[config.mk]
export PLATFORM = sky130hd
export DESIGN_NAME = pmls_csr
export DESIGN_NICKNAME = d
export VERILOG_FILES = /design/src/pkg/pmls_pkg.sv /design/src/verilog/pmls_csr.sv
export SDC_FILE = /design/constraint.sdc
export NUM_CORES = 1
export LEC_CHECK = 0
export BUFFER_PORTS_ARGS = -buffer_cell sky130_fd_sc_hd__buf_2
export CAP_MARGIN = 5
export CORE_UTILIZATION = 49
export DETAILED_ROUTE_END_ITERATION = 12
export PLACE_DENSITY = 0.77
export SYNTH_ARGS = -nofsm -noshare
export SYNTH_HDL_FRONTEND = slang
export SYNTH_SLANG_ARGS = --single-unit
export TNS_END_PERCENT = 20
[constraint.sdc]
create_clock -name clk_sys -period 2.2 [get_ports clk_sys]
set_input_delay 0.11 -clock clk_sys [delete_from_list [all_inputs] [get_ports clk_sys]]
set_output_delay 0.11 -clock clk_sys [all_outputs]
set_load 0.05 [all_outputs]
[src/pkg/pmls_pkg.sv]
/*
 * pmls_pkg: offsets, field positions, reset values and carrier structs of the
 * link status and power management register bank.
 * Assumes a single system clock and a 32-bit word register port.
 */
package pmls_pkg;
    localparam logic [7:0] PMLS_OFF_RX_COUNT = 8'h00;
    localparam logic [7:0] PMLS_OFF_EARLY_RX = 8'h04;
    localparam logic [7:0] PMLS_OFF_FLOW_CTL = 8'h08;
    localparam logic [7:0] PMLS_OFF_WAKE = 8'h0C;
    localparam logic [7:0] PMLS_OFF_GEN = 8'h10;

    // wake byte sits in bits 31:24 of its word
    localparam int PMLS_WAKE_LSB = 24;
    localparam int PMLS_WK_PME = 0;
    localparam int PMLS_WK_PKT = 5;
    localparam int PMLS_WK_NOSUP = 6;
    localparam int PMLS_WK_LINK = 7;
    localparam logic [7:0] PMLS_WAKE_RST = 8'h00;
    localparam logic [7:0] PMLS_WAKE_IMPL = 8'hA1;

    localparam int PMLS_FC_CMD_LSB = 16;
    localparam logic [1:0] PMLS_FC_OFF = 2'h0;
    localparam logic [1:0] PMLS_FC_ON = 2'h1;
    localparam logic [1:0] PMLS_FC_PAUSE = 2'h2;
    localparam logic [11:0] PMLS_FC_THR_RST = 12'h000;
    localparam logic [15:0] PMLS_ER_THR_RST = 16'h0000;

    localparam int PMLS_GC_CLKRUN_DIS = 0;
    localparam int PMLS_GC_DEEP_PD = 1;
    localparam int PMLS_GS_LSB = 8;
    localparam logic [1:0] PMLS_GCTL_RST = 2'h0;
    localparam logic [1:0] PMLS_D2 = 2'h2;
    localparam logic [1:0] PMLS_D3 = 2'h3;

    typedef struct packed {
        logic valid;
        logic write;
        logic [7:0] addr;
        logic [3:0] be;
        logic [31:0] wdata;
    } pmls_req_t;

    typedef struct packed {
        logic valid;
        logic [31:0] data;
    } pmls_rsp_t;

    typedef struct packed {
        logic link_up;
        logic speed_100;
        logic full_duplex;
    } pmls_phy_t;
endpackage

[src/verilog/pmls_csr.sv]
/*
 * pmls_csr: host registers for receive byte count, early receive trigger,
 * flow control, wake events and general control/status.
 * Assumes host accesses arrive as one-cycle requests synchronous to clk_sys,
 * and that the command block turns the early receive pulse into its status
 * flag and interrupt.
 */
`timescale 1ns/1ps
module pmls_csr
    import pmls_pkg::*;
(
    input wire logic clk_sys,
    input wire logic rstn,
    input wire logic alternate_reset_pin_n,
    input wire pmls_req_t host_req,
    output pmls_rsp_t host_rsp_r,
    input wire logic rx_dma_valid,
    input wire logic [11:0] rx_dma_nbytes,
    input wire logic rx_frame_start,
    input wire logic [15:0] rx_frame_len,
    input wire logic [11:0] rx_fifo_free,
    input wire pmls_phy_t phy,
    input wire logic pkt_interesting,
    input wire logic wake_event,
    input wire logic pme_enable,
    input wire logic pmcsr_status_clr,
    input wire logic [1:0] power_state,
    output logic early_rx_flag_r,
    output logic [1:0] fc_cmd_r,
    output logic fc_pause_req_r,
    output logic pme_status_r,
    output logic pme_assert_r,
    output logic deep_pd_ok_r,
    output logic pci_clk_req_r
);
    typedef struct packed {
        pmls_rsp_t rsp;
        logic [31:0] rx_count;
        logic [15:0] er_thr;
        logic er_armed;
        logic er_pulse;
        logic [11:0] fc_thr;
        logic [1:0] fc_cmd;
        logic fc_pause;
        logic [1:0] gctl;
        pmls_phy_t gsts;
        logic link_prev;
        logic link_primed;
        logic pme_out;
        logic deep_pd;
        logic clk_req;
    } pmls_state_t;

    pmls_state_t st_r;
    pmls_state_t st_nxt;
    logic [7:0] wake_r;
    logic [7:0] wake_nxt;
    logic [7:0] wake_clr;
    logic link_chg;
    logic wake_any;
    logic wr_hit;

    function automatic logic [31:0] merge_be(input logic [31:0] old, input logic [31:0] nw,
                                             input logic [3:0] be);
        logic [31:0] res;
        res = old;
        for (int i = 0; i < 4; i++) begin
            if (be[i]) begin
                res[8*i +: 8] = nw[8*i +: 8];
            end
        end
        return res;
    endfunction

    function automatic logic is_wr(input pmls_req_t rq, input logic [7:0] off);
        return rq.valid && rq.write && (rq.addr == off);
    endfunction

    function automatic logic is_rd(input pmls_req_t rq, input logic [7:0] off);
        return rq.valid && !rq.write && (rq.addr == off);
    endfunction

    // first edge after system reset only primes the tracker, so rstn cannot fake a link change;
    // a change while rstn is low goes unrecorded
    assign link_chg = st_r.link_primed && (phy.link_up ^ st_r.link_prev);
    assign wake_any = link_chg | pkt_interesting | wake_event;
    assign wr_hit = is_wr(host_req, PMLS_OFF_WAKE) && host_req.be[3];
    // only ones clear; a zero leaves the bit alone
    assign wake_clr = wr_hit ? host_req.wdata[31:24] : 8'h00;

    // set beats clear in the same cycle so no wake event is lost
    always_comb begin
        wake_nxt = wake_r & ~wake_clr & PMLS_WAKE_IMPL;
        wake_nxt[PMLS_WK_LINK] = wake_nxt[PMLS_WK_LINK] | link_chg;
        wake_nxt[PMLS_WK_PKT] = wake_nxt[PMLS_WK_PKT] | pkt_interesting;
        // PMCSR status clear from config space also drops the mirror
        wake_nxt[PMLS_WK_PME] = (wake_nxt[PMLS_WK_PME] & ~pmcsr_status_clr) | wake_any;
    end

    // own reset domain: system reset must not wipe pending wake causes
    always_ff @(posedge clk_sys or negedge alternate_reset_pin_n) begin
        if (!alternate_reset_pin_n) begin
            wake_r <= PMLS_WAKE_RST;
        end else begin
            wake_r <= wake_nxt;
        end
    end

    always_comb begin
        st_nxt = st_r;
        st_nxt.rsp.valid = host_req.valid && !host_req.write;
        st_nxt.rsp.data = 32'h0000_0000;
        if (host_req.valid && !host_req.write) begin
            unique case (host_req.addr)
                PMLS_OFF_RX_COUNT: st_nxt.rsp.data = st_r.rx_count;
                PMLS_OFF_EARLY_RX: st_nxt.rsp.data = {16'h0000, st_r.er_thr};
                PMLS_OFF_FLOW_CTL: st_nxt.rsp.data = {14'h0000, st_r.fc_cmd, 4'h0, st_r.fc_thr};
                PMLS_OFF_WAKE: st_nxt.rsp.data = {wake_r, 24'h00_0000};
                PMLS_OFF_GEN: st_nxt.rsp.data = {16'h0000, 5'h00, st_r.gsts.full_duplex,
                                                 st_r.gsts.speed_100, st_r.gsts.link_up,
                                                 6'h00, st_r.gctl};
                default: st_nxt.rsp.data = 32'h0000_0000;
            endcase
        end
        if (rx_dma_valid) begin
            st_nxt.rx_count = st_r.rx_count + {20'h0_0000, rx_dma_nbytes};
        end
        if (is_wr(host_req, PMLS_OFF_EARLY_RX)) begin
            st_nxt.er_thr = 16'(merge_be({16'h0000, st_r.er_thr}, host_req.wdata, host_req.be));
        end
        if (is_wr(host_req, PMLS_OFF_FLOW_CTL)) begin
            st_nxt.fc_thr = 12'(merge_be({20'h0_0000, st_r.fc_thr}, host_req.wdata, host_req.be));
            if (host_req.be[2]) begin
                st_nxt.fc_cmd = host_req.wdata[PMLS_FC_CMD_LSB +: 2];
            end
        end
        if (is_wr(host_req, PMLS_OFF_GEN) && host_req.be[0]) begin
            st_nxt.gctl = host_req.wdata[1:0];
        end
        // one pulse per frame; zero threshold disables the trigger
        st_nxt.er_pulse = 1'b0;
        if (rx_frame_start) begin
            st_nxt.er_armed = 1'b1;
        end else if (st_r.er_armed && st_r.er_thr != 16'h0000 && rx_frame_len >= st_r.er_thr) begin
            st_nxt.er_pulse = 1'b1;
            st_nxt.er_armed = 1'b0;
        end
        unique case (st_r.fc_cmd)
            PMLS_FC_PAUSE: st_nxt.fc_pause = 1'b1;
            PMLS_FC_ON: st_nxt.fc_pause = rx_fifo_free < st_r.fc_thr;
            default: st_nxt.fc_pause = 1'b0;
        endcase
        st_nxt.gsts = phy;
        st_nxt.link_prev = phy.link_up;
        st_nxt.link_primed = 1'b1;
        // no PME while the wake byte is held in its own reset
        st_nxt.pme_out = wake_nxt[PMLS_WK_PME] & pme_enable & alternate_reset_pin_n;
        // link integrity is lost once powered down; software must keep this off point to point
        st_nxt.deep_pd = st_r.gctl[PMLS_GC_DEEP_PD] && !phy.link_up
                         && (power_state == PMLS_D2 || power_state == PMLS_D3);
        st_nxt.clk_req = st_r.gctl[PMLS_GC_CLKRUN_DIS];
    end

    always_ff @(posedge clk_sys or negedge rstn) begin
        if (!rstn) begin
            st_r <= '{rsp: '{valid: 1'b0, data: 32'h0000_0000}, rx_count: 32'h0000_0000,
                      er_thr: PMLS_ER_THR_RST, er_armed: 1'b0, er_pulse: 1'b0,
                      fc_thr: PMLS_FC_THR_RST, fc_cmd: PMLS_FC_OFF, fc_pause: 1'b0,
                      gctl: PMLS_GCTL_RST, gsts: '{link_up: 1'b0, speed_100: 1'b0, full_duplex: 1'b0},
                      link_prev: 1'b0, link_primed: 1'b0, pme_out: 1'b0, deep_pd: 1'b0, clk_req: 1'b0};
        end else begin
            st_r <= st_nxt;
        end
    end

    assign host_rsp_r = st_r.rsp;
    assign early_rx_flag_r = st_r.er_pulse;
    assign fc_cmd_r = st_r.fc_cmd;
    assign fc_pause_req_r = st_r.fc_pause;
    assign pme_status_r = wake_r[PMLS_WK_PME];
    assign pme_assert_r = st_r.pme_out;
    assign deep_pd_ok_r = st_r.deep_pd;
    assign pci_clk_req_r = st_r.clk_req;
endmodule

Word level (Yosys, flattened, before mapping)
Cells that the tools add are included.
{"block": "totals", "reg_bits": 110, "input_bits": 100}
{"block": "op_classes", "add_sub_neg": 1, "n_lt_le_gt_ge": 2, "n_eq_ne": 8, "mux": 7, "bitwise": 12, "n_reduce_logical": 24}
{"cell": "one-hot mux 32 bit (5 select lines)", "n": 1}
{"cell": "adder 32 x 12 -> 32 bit", "n": 1}
{"cell": "two-way mux 32 bit", "n": 1}
{"cell": "equality test 8 x 4 -> 1 bit (second input constant)", "n": 2}
{"cell": "greater-or-equal comparator 16 bit", "n": 1}
{"cell": "nonzero test 16 bit", "n": 1}
{"cell": "logical AND 1 bit", "n": 13}
{"cell": "< comparator 12 bit", "n": 1}
{"cell": "AND reduction 2 bit", "n": 5}
{"cell": "AND 8 bit", "n": 1}
{"cell": "equality test 8 x 3 -> 1 bit (second input constant)", "n": 1}
{"cell": "equality test 8 x 5 -> 1 bit (second input constant)", "n": 1}
{"cell": "logical NOT 8 bit", "n": 1}
{"cell": "two-way mux 8 bit", "n": 1}
{"cell": "inverter 8 bit", "n": 1}
{"cell": "equality test 2 bit (second input constant)", "n": 3}
{"cell": "bitwise OR 1 bit", "n": 5}
{"cell": "AND 1 bit", "n": 3}
{"cell": "equality test 2 x 1 -> 1 bit (second input constant)", "n": 1}
{"cell": "logical NOT 1 bit", "n": 2}
{"cell": "two-way mux 1 bit", "n": 2}
{"cell": "two-way mux 2 bit", "n": 1}
{"cell": "one-hot mux 1 bit (2 select lines)", "n": 1}
{"cell": "nonzero test 2 bit", "n": 1}
{"cell": "3 further kinds", "n": 3}

Logic depth before layout (Yosys ltp)
Gate-level depths: netlist of run 1.
{"block": "logic_depth", "word_depth": 10, "ltp_mapped": 9, "depth_no_buf": 9}

Worst setup path after synthesis of run 1
OpenSTA, ideal clock, no wires.
{"block": "synth_timing", "path_kind": "register to register", "start": "register st_r[43] (netlist name)", "end": "register st_r[67] (netlist name)", "t_arrival_ns": 2.147, "required_ns": 2.121, "path_slack_ns": -0.026, "stages_incl_launch_ff": 10, "period_less_slack_ns": 2.226, "path_cell_list": "dfrtp_1 -> ha_1 -> inv_1 -> fa_1 -> nand2b_1 -> a21oi_1 -> o311a_2 -> a31oi_4 -> nor4b_1 -> xor2_1"}
{"block": "synth_via", "elab_chain_len": 1}
{"element": "from (decl)", "line_no": "pmls_csr.sv:54", "rtl": "pmls_state_t st_r;"}
{"element": "from (signal assigned)", "line_no": "pmls_csr.sv:166", "rtl": "st_r <= '{rsp: '{valid: 1'b0, data: 32'h0000_0000}, rx_count: 32'h0000_0000,"}
{"element": "from (signal assigned)", "line_no": "pmls_csr.sv:172", "rtl": "st_r <= st_nxt;"}
{"element": "adder 32 x 12 -> 32 bit", "line_no": "pmls_csr.sv:126", "rtl": "st_nxt.rx_count = st_r.rx_count + {20'h0_0000, rx_dma_nbytes};"}
No other way between the ends.
A chain may end at the register's enable or synchronous reset.

Worst setup path in the final report of run 1
{"block": "layout_timing", "start": "register st_r[44] (netlist name)", "end": "register st_r[54] (netlist name)"}
The elaborated chain is that of the path after synthesis.

==> results of run 1 <==
-- cell usage in the layout, fill, tap and decap left out, types with 3 or more instances in the layout --
cell | Yosys | routed
a21o_1 | 13 | 13
o31ai_1 | 3 | 3
nand3b_1 | 3 | 3
and3_1 | 17 | 17
nor4b_4 | 2 | 5
xor2_1 | 23 | 23
nand4_1 | 9 | 9
clkbuf_1 | 11 | 3
nor3_1 | 7 | 6
o211ai_1 | 4 | 4
inv_1 | 34 | 33
o21ai_0 | 22 | 22
buf_2 | 5 | 127
mux2_2 | 24 | 23
ha_4 | 0 | 5
a21oi_1 | 16 | 15
buf_4 | 35 | 29
o21a_1 | 3 | 3
xnor2_1 | 5 | 5
nand3_1 | 6 | 6
nand2_1 | 37 | 37
a22oi_1 | 13 | 13
nor2_1 | 41 | 40
nor4_2 | 0 | 5
dlygate4sd3_1 | 0 | 20
nor4_1 | 10 | 5
dfrtp_1 | 110 | 110
ha_1 | 41 | 35
a222oi_1 | 7 | 7
a221oi_1 | 5 | 5
clkbuf_16 | 0 | 10
nand2b_1 | 5 | 4
-- repair_timing --
item                                    CTS  global route
gates cloned                              1             1
buffers inserted                          0             4
hold buffers                             20             0
pin swaps                                 4            15
endpoints found under the hold margin    44             0
resized for setup                        20            16
endpoints found under the setup margin   22            23
-- flip-flops by register name (all words and copies together), names as in the netlist --
signal,cells
st_r,66
host_rsp_r,33
wake_r,3
fc_cmd_r,2
deep_pd_ok_r,1
early_rx_flag_r,1
fc_pause_req_r,1
pci_clk_req_r,1
pme_assert_r,1
st_nxt,1
-- Yosys cell counts (all sizes together) (12+ instances only) --
library cell  instances
a22oi                13
and3                 17
nand2                38
buf                  41
nor2                 41
o21ai                24
a21oi                16
dfrtp               110
inv                  34
a21o                 13
ha                   41
xor2                 23
mux2                 24
clkbuf               12
-- power breakdown --
group,total (mW),internal [mW],switching (mW)
Sequential,2.42,2.21,0.209
Combinational,2.35,1.18,1.18
Clock,1.63,0.893,0.739
-- through the flow --
step	std cells	area, um^2	util	hold WS [ns]
after floorplan	554	5916	-	-0.1856
after global routing	842	7432	0.6399	0.01279
after CTS	836	7261	0.6252	0.0005188
after detailed placement	799	6626	0.5706	-0.08360
after global placement	799	6626	0.5706	-0.08772
final	842	7432	0.6399	0.003868
-- tightest hold or removal path: cells and delay by family --
kind | cells | cell delay, ns
AOI/OAI and AO/OA | 1 | 0.06
and+or+nand+nor | 1 | 0.05
buffers and inverters | 1 | 0.09
-- per-layer routing --
metal	track usage	share of wire	up-vias
met1	0.3163	0.42	2329
met2	0.4228	0.50	191
met4	0.09279	0.020	0
met5	0	0	-
met3	0.04845	0.062	23
li1	-	-	2215
-- path summary, 6_finish.rpt --
kind | start | depth (start not counted) | slack [ns] | to
worst min register to register | st_nxt[0] | 0 | 0.42 | pci_clk_req_r
min in group asynchronous | alternate_reset_pin_n | 2 | 0.11 | wake_r[5]
worst max register to register | st_r[44] | 8 | -0.04 | st_r[54]
worst max-delay path | st_r[44] | 8 | -0.04 | st_r[54]
max in group asynchronous | rstn | 3 | 1.27 | host_rsp_r[14]
worst min-delay path | host_req[6] | 3 | 0.004 | st_r[33]
-- cell type report --
class / count / area [um^2] / share of cell area
Multi-Input combinational cell: 358 / 2948 / 0.3966
Sequential cell: 110 / 2753 / 0.3704
Timing Repair Buffer: 180 / 1130 / 0.1520
Clock buffer: 12 / 236.5 / 0.03182
Tap cell: 143 / 178.9 / 0.02407
Inverter: 34 / 127.6 / 0.01717
Clock inverter: 4 / 56.30 / 0.007576
Antenna cell: 1 / 2.502 / 0.0003367
-- kinds of logic (layout without fill, tap and decap cells) --
kind of cell             Yosys count  in the layout  share of synthesized area
other                              1              2                  0.0006339
AO/OA/AOI/OAI                    102            103                     0.1216
AND/OR/NAND/NOR                  158            158                     0.1519
adder cells (fa/ha/maj)           42             42                    0.09010
multiplexers                      26             26                    0.04907
buffers and inverters             87            230                    0.07995
XOR/XNOR                          28             28                    0.04145
flip-flops                       110            110                     0.4653
==> reports/qor.yml, run 1 <==
outcome:
  status: "complete, but fails checks"
  failed_checks: "design-rule violations, negative setup slack"
sta:
  rsz0062_at_grt: "yes"
  fmax_ghz: 0.4465
  finClkSkew_ns: 0.007061
  fin_crit_ns: 2.239
  fin_crit_sh: 1.018
  finalSetupViolCount: 11
  hold_viol: 0
  fin_ws_ns: -0.03950
  report.final.slew_viol_count: 0
  fin_tns_setup_ns: -0.2454
synthesis:
  synth_top_area_frac: 0.4653
  synth.avg_cell_area_um2: 10.68
  yosysTopAreaCell: "dfrtp_1"
  ys_seq_area_frac: 0.4653
  yosys.cell_types.count: 60
  synthCells: 554
  async_flop_share: 1.000
  synth_edf_count: 0
  syn-num-nets: 696
  synth_warnings: 0
  synth_seq_cells: 110
  netlist_top_cells_area: "dfrtp_1, ha_1, mux2_2"
  synth_ff_type: "dfrtp_1"
  syn_area_um2: 5916
clock_tree:
  cts_root_buffer: "clkbuf_16"
  cts_buffers: 9
  clock_sinks: 110
  cts_buffer_depth: 2
  clock_latency_ns: 0.36
  cts_tree: "built"
  cts_htree_levels: 3
  clkTransAtPathRegs_ns: 0.07
floorplanning:
  ios: 141
  initial_core_util: 0.5094
  rows: 39
  fp.dieH_um: 111.9
  dieArea_um2: 12520
  die_w_um: 111.9
  core_area_um2: 11610
routing:
  first_pass_iters: 10
  ant_nets: 0
  via_per_inst: 5.651
  routed_wl_um: 15230
  drt-initial-drc-count: 351
  routedWlPerCell_um: 18.09
  vias: 4758
  drc: 5
place:
  port_buffers: 128
  dp_hpwl_um: 11140
  place_congestion: 0.8694
  dp_slack_ns: -0.2198
finish:
  synthToLayoutAreaGrowth_pct: 25.63
  n_fill_cell: 896
  drive_gt1_frac: 0.3367
  final_nets: 835
global_route:
  grt_max_degree: 53
  antenna_found_initial: 1
  grtUsageTotal: 0.2494
  grt_pass1_vias: 4847
  grt_pass1_wl_um: 24070
  overflow: 0
critical_path:
  cp.arrival_ns: 2.48
  cp_slowest_stage_delay_ns: 0.43
  critPathLaunchType: "register"
  slowest_stage: "dfrtp_1"
  required_ns: 2.44
  crit_fanout: 4
  endpoint_kind: "register"
  path_delay_family: "compound AO/OA/AOI/OAI gates"
  crit_buf_inv: 1
  critical_path_class: "register to register"
  crit_chain: "ha_4 > a211oi_4 > o21bai_4 > o31ai_4 > buf_4 > o31ai_1 > xor2_1 > mux2_4"
pwr:
  p_leak_nw: 3.767
  finalPower_mw: 6.403
  p_per_area_nw_per_um2: 861.5
  vdd_drop_max_uv: 403.3
run:
  cap_violations: 0
hold_path:
  hold_class: "primary input to register"
No activity file was read; power rests on OpenSTA's default activity.
==> run 2: changes to the inputs <==
--- a/config.mk
+++ b/config.mk
@@ -5,9 +5,10 @@
 export SDC_FILE = /design/constraint.sdc
 export NUM_CORES = 1
 export LEC_CHECK = 0
+export ABC_AREA = 1
 export BUFFER_PORTS_ARGS = -buffer_cell sky130_fd_sc_hd__buf_2
 export CAP_MARGIN = 5
-export CORE_UTILIZATION = 49
+export CORE_UTILIZATION = 50
 export DETAILED_ROUTE_END_ITERATION = 12
 export PLACE_DENSITY = 0.77
 export SYNTH_ARGS = -nofsm -noshare
==> run 2 against run 1 <==
- the flow now finishes without violations
- wire length rose by 7.7%
- power is 12% lower
- non-clock buffer count shrank 32
- clock skew down 0.0021 ns
- die area increased by 11%
- via count rose by 24%
- worst hold slack gained 0.0043 ns
- critical path depth grew 2
- critical path type unchanged
- largest power group unchanged
- highest routed layer unchanged
==> reports/qor.yml, run 2 <==
critical_path:
  rr_worst_depth: 10  # +2
  crit_fanout: 6  # +2
  cp.arrival_ns: 2.24  # -0.24 ns
  critical_path_class: "register to register"
  critPathLaunchType: "register"
  endpoint_kind: "register"
  required_ns: 2.46  # +0.02 ns
floorplanning:
  dieArea_um2: 13830  # +11%
  fp.dieH_um: 117.6  # +5.1%
  ios: 141  # unchanged
  initial_core_util: 0.5212  # +0.01180
  rows: 41  # +5.1%
  core_area_um2: 12820  # +10%
  die_w_um: 117.6  # +5.1%
routing:
  vias: 5907  # +24%
  via_per_inst: 5.014  # -11%
  routed_wl_um: 16410  # +7.7%
  routedWlPerCell_um: 13.93  # -23%
  first_pass_iters: 5  # -5
  drt-initial-drc-count: 297  # -15%
  drc: 0  # -5
  ant_nets: 0  # unchanged
finish:
  final_nets: 1142  # +37%
  synthToLayoutAreaGrowth_pct: 14.84
  largest_register_ffs: 66  # unchanged
  n_fill_cell: 1205  # +34%
  final_common_cell: "nand2_1"
  finalInstanceArea_um2: 7676  # +3.3%
  drive_gt1_frac: 0.1811  # -0.1556
  layout_common_cells: "nand2_1, inv_1, buf_2, dfrtp_1, nor2_1"
  top_register: "st_r"
synthesis:
  synth_warnings: 0  # unchanged
  synth_edf_count: 0  # unchanged
  synth_most_common_cell: "nand2_1"
  yosysTopAreaCell: "dfrtp_1"
  syn-num-nets: 1032  # +48%
  synth_top_area_frac: 0.4118  # -0.05348
  synth_common_cells: "nand2_1, inv_1, dfrtp_1, nor2_1, nand3_1"
  syn_area_um2: 6684  # +13%
  ys_seq_area_frac: 0.4118  # -0.05348
  synth_ff_type: "dfrtp_1"
  netlist_top_cells_area: "dfrtp_1, nand2_1, inv_1"
  yosys.cell_types.count: 39  # -35%
  synth.avg_cell_area_um2: 7.510  # -30%
  async_flop_share: 1.000  # unchanged
  synth_seq_cells: 110  # unchanged
  synthCells: 890  # +61%
sta:
  finalSetupViolCount: 0  # -11
  fin_ws_ns: 0.2154  # +0.2549 ns
  fin_crit_sh: 0.9021  # -0.1159
  hold_viol: 0  # unchanged
  finClkSkew_ns: 0.004929  # -0.002133 ns
  fmax_ghz: 0.5039  # +13%
  rsz0062_at_grt: "no"
  fin_crit_ns: 1.985  # -0.2549 ns
  relSlewSlack: 0.6205
  hold_ws_ns: 0.008139  # +0.004271 ns
  report.final.slew_viol_count: 0  # unchanged
  worst_pin_slew_ns: 0.5687
  fin_tns_setup_ns: 0  # +0.2454 ns
clock_tree:
  cts_htree_levels: 3  # unchanged
  cts_buffer_depth: 2  # unchanged
  cts_tree: "built"
  cts_buffers: 9  # unchanged
  clock_sinks: 110  # unchanged
  clock_latency_ns: 0.36  # about the same
  clkTransAtPathRegs_ns: 0.07  # about the same
  cts_root_buffer: "clkbuf_16"
hold_path:
  hold_class: "primary input to register"
  hold_depth: 3  # unchanged
place:
  dpl_cell_area_um2: 7254  # +9.5%
  place_congestion: 0.9272  # +6.6%
  dp_hpwl_um: 12750  # +14%
  dp_slack_ns: 0.1799  # +0.3997 ns
  port_buffers: 128  # unchanged
run:
  cap_violations: 0  # unchanged
pwr:
  p_per_area_nw_per_um2: 735.1  # -15%
  p_leak_nw: 4.036  # +7.2%
  vdd_drop_max_uv: 456.1  # +13%
global_route:
  grt_pass1_wl_um: 27370  # +14%
  grtUsageTotal: 0.2507  # +0.001282
  antenna_found_initial: 1  # unchanged
  grt_pass1_vias: 5712  # +18%
  overflow: 0  # unchanged
  grt_max_degree: 46  # -13%
outcome:
  status: "completed"
-- run 2: layout make-up --
type	instances	area, um^2	area share
Tap cell	172	215.2	0.02804
Multi-Input combinational cell	584	3030	0.3948
Timing Repair Buffer	148	838.3	0.1092
Antenna cell	1	2.502	0.0003260
Sequential cell	110	2753	0.3586
Inverter	147	553.0	0.07205
Clock inverter	3	43.79	0.005705
Clock buffer	13	240.2	0.03130
-- run 2: report_power, final --
part | internal (mW) | switching (mW) | total [mW] | leakage, nW
registers | 2.19 | 0.182 | 2.37 | 1.41
logic | 0.603 | 1.04 | 1.64 | 2.49
clock network | 0.889 | 0.744 | 1.63 | 0.138
total | 3.68 | 1.96 | 5.64 | 4.04
-- run 2: timing repair --
item                                   4_1_cts  5_1_grt
hold buffers                                13        0
endpoints found under the hold margin       53        0
resized for setup                            0        2
buffers inserted                             0        0
setup endpoints to repair                    0        4
-- run 2: cell families (layout without fill, tap and decap cells) --
family	count (synthesis)	after routing	share of synthesized area
xor gates and xnor gates	7	7	0.009173
other	1	2	0.0005610
adders and majority gates	42	42	0.07975
DFF	110	110	0.4118
and+or+nand+nor	433	433	0.2776
buffers and inverters	196	311	0.1355
AOI/OAI and AO/OA	101	101	0.08555
-- run 2: per-stage QoR --
stage               power [mW]  utilization  cells
floorplan                3.497            -    890
global placement         3.951       0.5657   1148
detailed placement       3.990       0.5657   1148
CTS                      5.646       0.5980   1177
global route             5.990       0.5983   1177
finish                   5.643       0.5985   1178
-- run 2: per-layer routing --
metal,vias to the layer above,wire length [um],track usage
met5,-,0,0
met4,0,393,0.08494
met3,35,1034,0.05717
met2,178,7874,0.4213
met1,2711,7109,0.3167
li1,2983,-,-
-- run 2: worst paths after layout --
| check | start | to | slack (ns) |
|---|---|---|---|
| max | st_r[54] | st_r[72] | 0.22 |
| min | host_req[12] | st_r[39] | 0.008 |
| max reg2reg | st_r[54] | st_r[72] | 0.22 |
| min reg2reg | st_nxt[0] | pci_clk_req_r | 0.43 |
| max in group asynchronous | rstn | host_rsp_r[28] | 1.23 |
| min in group asynchronous | alternate_reset_pin_n | wake_r[0] | 0.13 |
-- run 2: critical path, cell delays in order (launching register included) --
cell	delay, ns
dfrtp_1	0.43
ha_1	0.39
nand2_1	0.11
inv_1	0.06
nand2_1	0.08
nor3_1	0.17
o21ai_0	0.15
nand2_1	0.26
nand3_1	0.12
nand2_1	0.08
inv_1	0.03
==> run 3: changes to the inputs <==
--- a/config.mk
+++ b/config.mk
@@ -6,11 +6,11 @@
 export NUM_CORES = 1
 export LEC_CHECK = 0
 export ABC_AREA = 1
-export BUFFER_PORTS_ARGS = -buffer_cell sky130_fd_sc_hd__buf_2
+export BUFFER_PORTS_ARGS = -buffer_cell sky130_fd_sc_hd__clkbuf_2
 export CAP_MARGIN = 5
-export CORE_UTILIZATION = 50
+export CORE_UTILIZATION = 40
 export DETAILED_ROUTE_END_ITERATION = 12
-export PLACE_DENSITY = 0.77
+export SLEW_MARGIN = 20
 export SYNTH_ARGS = -nofsm -noshare
 export SYNTH_HDL_FRONTEND = slang
 export SYNTH_SLANG_ARGS = --single-unit
==> run 3 against run 2 <==
- worst hold slack improved by 0.0019 ns
- sequential power about the same
- power increased by 0.69%
- core utilization decreased by 12 points
- register-to-register slack got worse by 0.03 ns
- cell area increased by 1.4%
- clock power increased by 2%
- non-clock buffer count increased by 5
- clock-buffer cell count decreased by 2
- cell count increased by 4.1%
- critical path depth increased by 3
- critical path type unchanged
- largest cell class unchanged
==> reports/qor.yml, run 3 (same netlist as run 2, synthesis figures left out) <==
pwr:
  p_leak_nw: 4.051  # +0.36%
  internal_power_mw: 3.684  # +0.12%
  switchingPower_mw: 1.998  # +1.7%
  p_per_area_nw_per_um2: 730.1  # -0.69%
  seqPwrFrac: 0.417  # -0.003
  p_clk_frac: 0.293  # +0.004
  combPwrFrac: 0.289  # -0.002
  sw_frac_of_total: 0.3516  # +0.003673
  finalPower_mw: 5.682  # +0.69%
  vdd_drop_max_uv: 447.2  # -1.9%
clock_tree:
  clock_latency_ns: 0.36  # about the same
  postCtsSetupRepairBufs: 0  # unchanged
  cts_tree: "built"
  cts_root_buffer: "clkbuf_16"
  cts_buffers: 9  # unchanged
  clkTransAtPathRegs_ns: 0.08  # about the same
  cts_htree_levels: 3  # unchanged
  clock_sinks: 110  # unchanged
  cts_buffer_depth: 2  # unchanged
finish:
  drive_gt1_frac: 0.1832  # +0.002074
  n_fill_cell: 1673  # +39%
  final_common_cell: "nand2_1"
  largest_register_ffs: 66  # unchanged
  layout_common_cells: "nand2_1, inv_1, clkbuf_2, dfrtp_1, nor2_1"
  antenna_cells: 0  # -1
  top_register: "st_r"
  synthToLayoutAreaGrowth_pct: 16.44
  final_nets: 1147  # +0.44%
routing:
  drt-initial-drc-count: 395  # +33%
  vias: 5769  # -2.3%
  routed_wl_um: 17050  # +3.9%
  drc: 0  # unchanged
  first_pass_iters: 5  # unchanged
  routedWlPerCell_um: 13.90  # -0.19%
  via_per_inst: 4.706  # -6.2%
  ant_nets: 0  # unchanged
sta:
  fmax_ghz: 0.4959  # -1.6%
  fin_crit_ns: 2.016  # +0.03178 ns
  relSlewSlack: 0.6420  # +0.02157
  hold_viol: 0  # unchanged
  fin_tns_setup_ns: 0  # unchanged
  report.final.slew_viol_count: 0  # unchanged
  rsz0062_at_grt: "no"
  finClkSkew_ns: 0.01334  # +0.008411 ns
  worst_pin_slew_ns: 0.5364  # -0.03231 ns
  finalSetupViolCount: 0  # unchanged
  fin_crit_sh: 0.9165  # +0.01444
  fin_ws_ns: 0.1836  # -0.03178 ns
run:
  cap_violations: 0  # unchanged
critical_path:
  cp_slowest_stage_delay_ns: 0.37  # -0.06 ns
  slowest_stage: "fa_1"
  cp.arrival_ns: 2.27  # +0.03 ns
  rr_worst_depth: 13  # +3
  rr_startpoint: "st_r[43]"
  r2r_slack_ns: 0.18  # -0.03 ns
  crit_top_cell: "nand2_1"
  crit_buf_inv: 2  # unchanged
  timing.rr.end: "st_r[67]"
  path_delay_family: "simple AND/OR/NAND/NOR gates"
  crit_chain: "ha_2 > inv_1 > fa_1 > inv_1 > nand3_1 > nand3_1 > nand2_1 > nand2_1 > nand2_1 > nand2_2 > nand3_1 > nand2_1 > nand2_1"
  critPathLaunchType: "register"
  critical_path_class: "register to register"
  crit_fanout: 8  # +2
  endpoint_kind: "register"
  required_ns: 2.46  # about the same
floorplanning:
  core_area_um2: 16120  # +26%
  fp.dieH_um: 131.3  # +12%
  ios: 141  # unchanged
  dieArea_um2: 17230  # +25%
  rows: 46  # +12%
  initial_core_util: 0.4148  # -0.1064
  die_w_um: 131.3  # +12%
global_route:
  grt_max_degree: 44  # -4.3%
  grtUsageTotal: 0.2086  # -0.04210
  grt_pass1_vias: 5497  # -3.8%
  overflow: 0  # unchanged
  antenna_found_initial: 0  # -1
  grt_pass1_wl_um: 28070  # +2.5%
hold_path:
  hold_end: "st_r[26]"
  hold_depth: 3  # unchanged
  hold_class: "primary input to register"
  min_from: "rx_frame_start"
place:
  port_buffers: 128  # unchanged
  dp_slack_ns: 0.09145  # -0.08841 ns
  place_congestion: 0.9009  # -2.8%
  dp_hpwl_um: 13540  # +6.2%
outcome:
  status: "completed"
-- run 3: changes by cell type in the layout (fill, tap and decap cells not counted), sizes merged --
cell / before / now
buf: 135 / 9
clkbuf: 13 / 138
clkinv: 2 / 3
diode: 1 / 0
dlygate4sd3: 13 / 17
inv: 147 / 148
-- run 3: repair_timing --
| action | CTS | global route |
|---|---|---|
| hold endpoints to repair | 54 | 0 |
| endpoints found under the setup margin | 0 | 4 |
| resized for setup | 0 | 2 |
| hold buffers | 17 | 0 |
-- run 3: power by group through the flow --
stage | combinational [mW] | clock [mW] | sequential [mW]
3_3_place_gp | 1.59 | 0 | 2.40
5_1_grt | 1.90 | 1.78 | 2.39
6_report | 1.64 | 1.67 | 2.37
3_5_place_dp | 1.62 | 0 | 2.40
2_1_floorplan | 1.15 | 0 | 2.35
4_1_cts | 1.65 | 1.71 | 2.37
-- run 3: cell type report --
cell class / instances / area [um^2] / area share
multi-input combinational: 584 / 3030 / 0.3894
sequential: 110 / 2753 / 0.3537
timing repair buffer: 153 / 885.9 / 0.1138
inverter: 147 / 553.0 / 0.07106
tap: 216 / 270.3 / 0.03473
clock buffer: 11 / 232.7 / 0.02990
clock inverter: 5 / 57.56 / 0.007396
-- run 3: worst max-delay path by stage --
stage | start | end | slack [ns] | depth (start not counted)
2_1_floorplan | st_r[43] | st_r[67] | 0.37 | 13
3_5_place_dp | st_r[43] | st_r[67] | 0.09 | 13
5_1_grt | st_r[43] | st_r[63] | 0.009 | 13
4_1_cts | st_r[43] | st_r[67] | 0.09 | 13
6_report | st_r[43] | st_r[67] | 0.18 | 13
3_3_place_gp | st_r[43] | st_r[63] | 0.17 | 13
-- run 3: worst reg2reg max path, cell delays in order, from the launching register on --
cell and delay, ns:
dfrtp_1 0.36, ha_2 0.21, inv_1 0.07, fa_1 0.37, inv_1 0.08, nand3_1 0.06, nand3_1 0.12, nand2_1 0.07
nand2_1 0.13, nand2_1 0.09, nand2_2 0.14, nand3_1 0.10, nand2_1 0.07, nand2_1 0.04
-- run 3: metrics by stage --
step           hold slack, ns  cells  utilization  area (um^2)
6_report              0.01003   1226       0.4829         7782
5_1_grt              0.008460   1226       0.4829         7782
4_1_cts              0.001515   1226       0.4826         7777
3_5_place_dp         -0.08306   1193       0.4540         7317
3_3_place_gp         -0.08326   1193       0.4540         7317
2_1_floorplan         -0.1856    890            -         6684
-- run 3: layer usage --
metal / part of all wire / up-vias / GRT usage
li1: - / 2992 / -
met1: 0.47 / 2627 / 0.2773
met2: 0.47 / 140 / 0.3481
met3: 0.050 / 10 / 0.04514
met4: 0.0091 / 0 / 0.04328
met5: 0 / - / 0
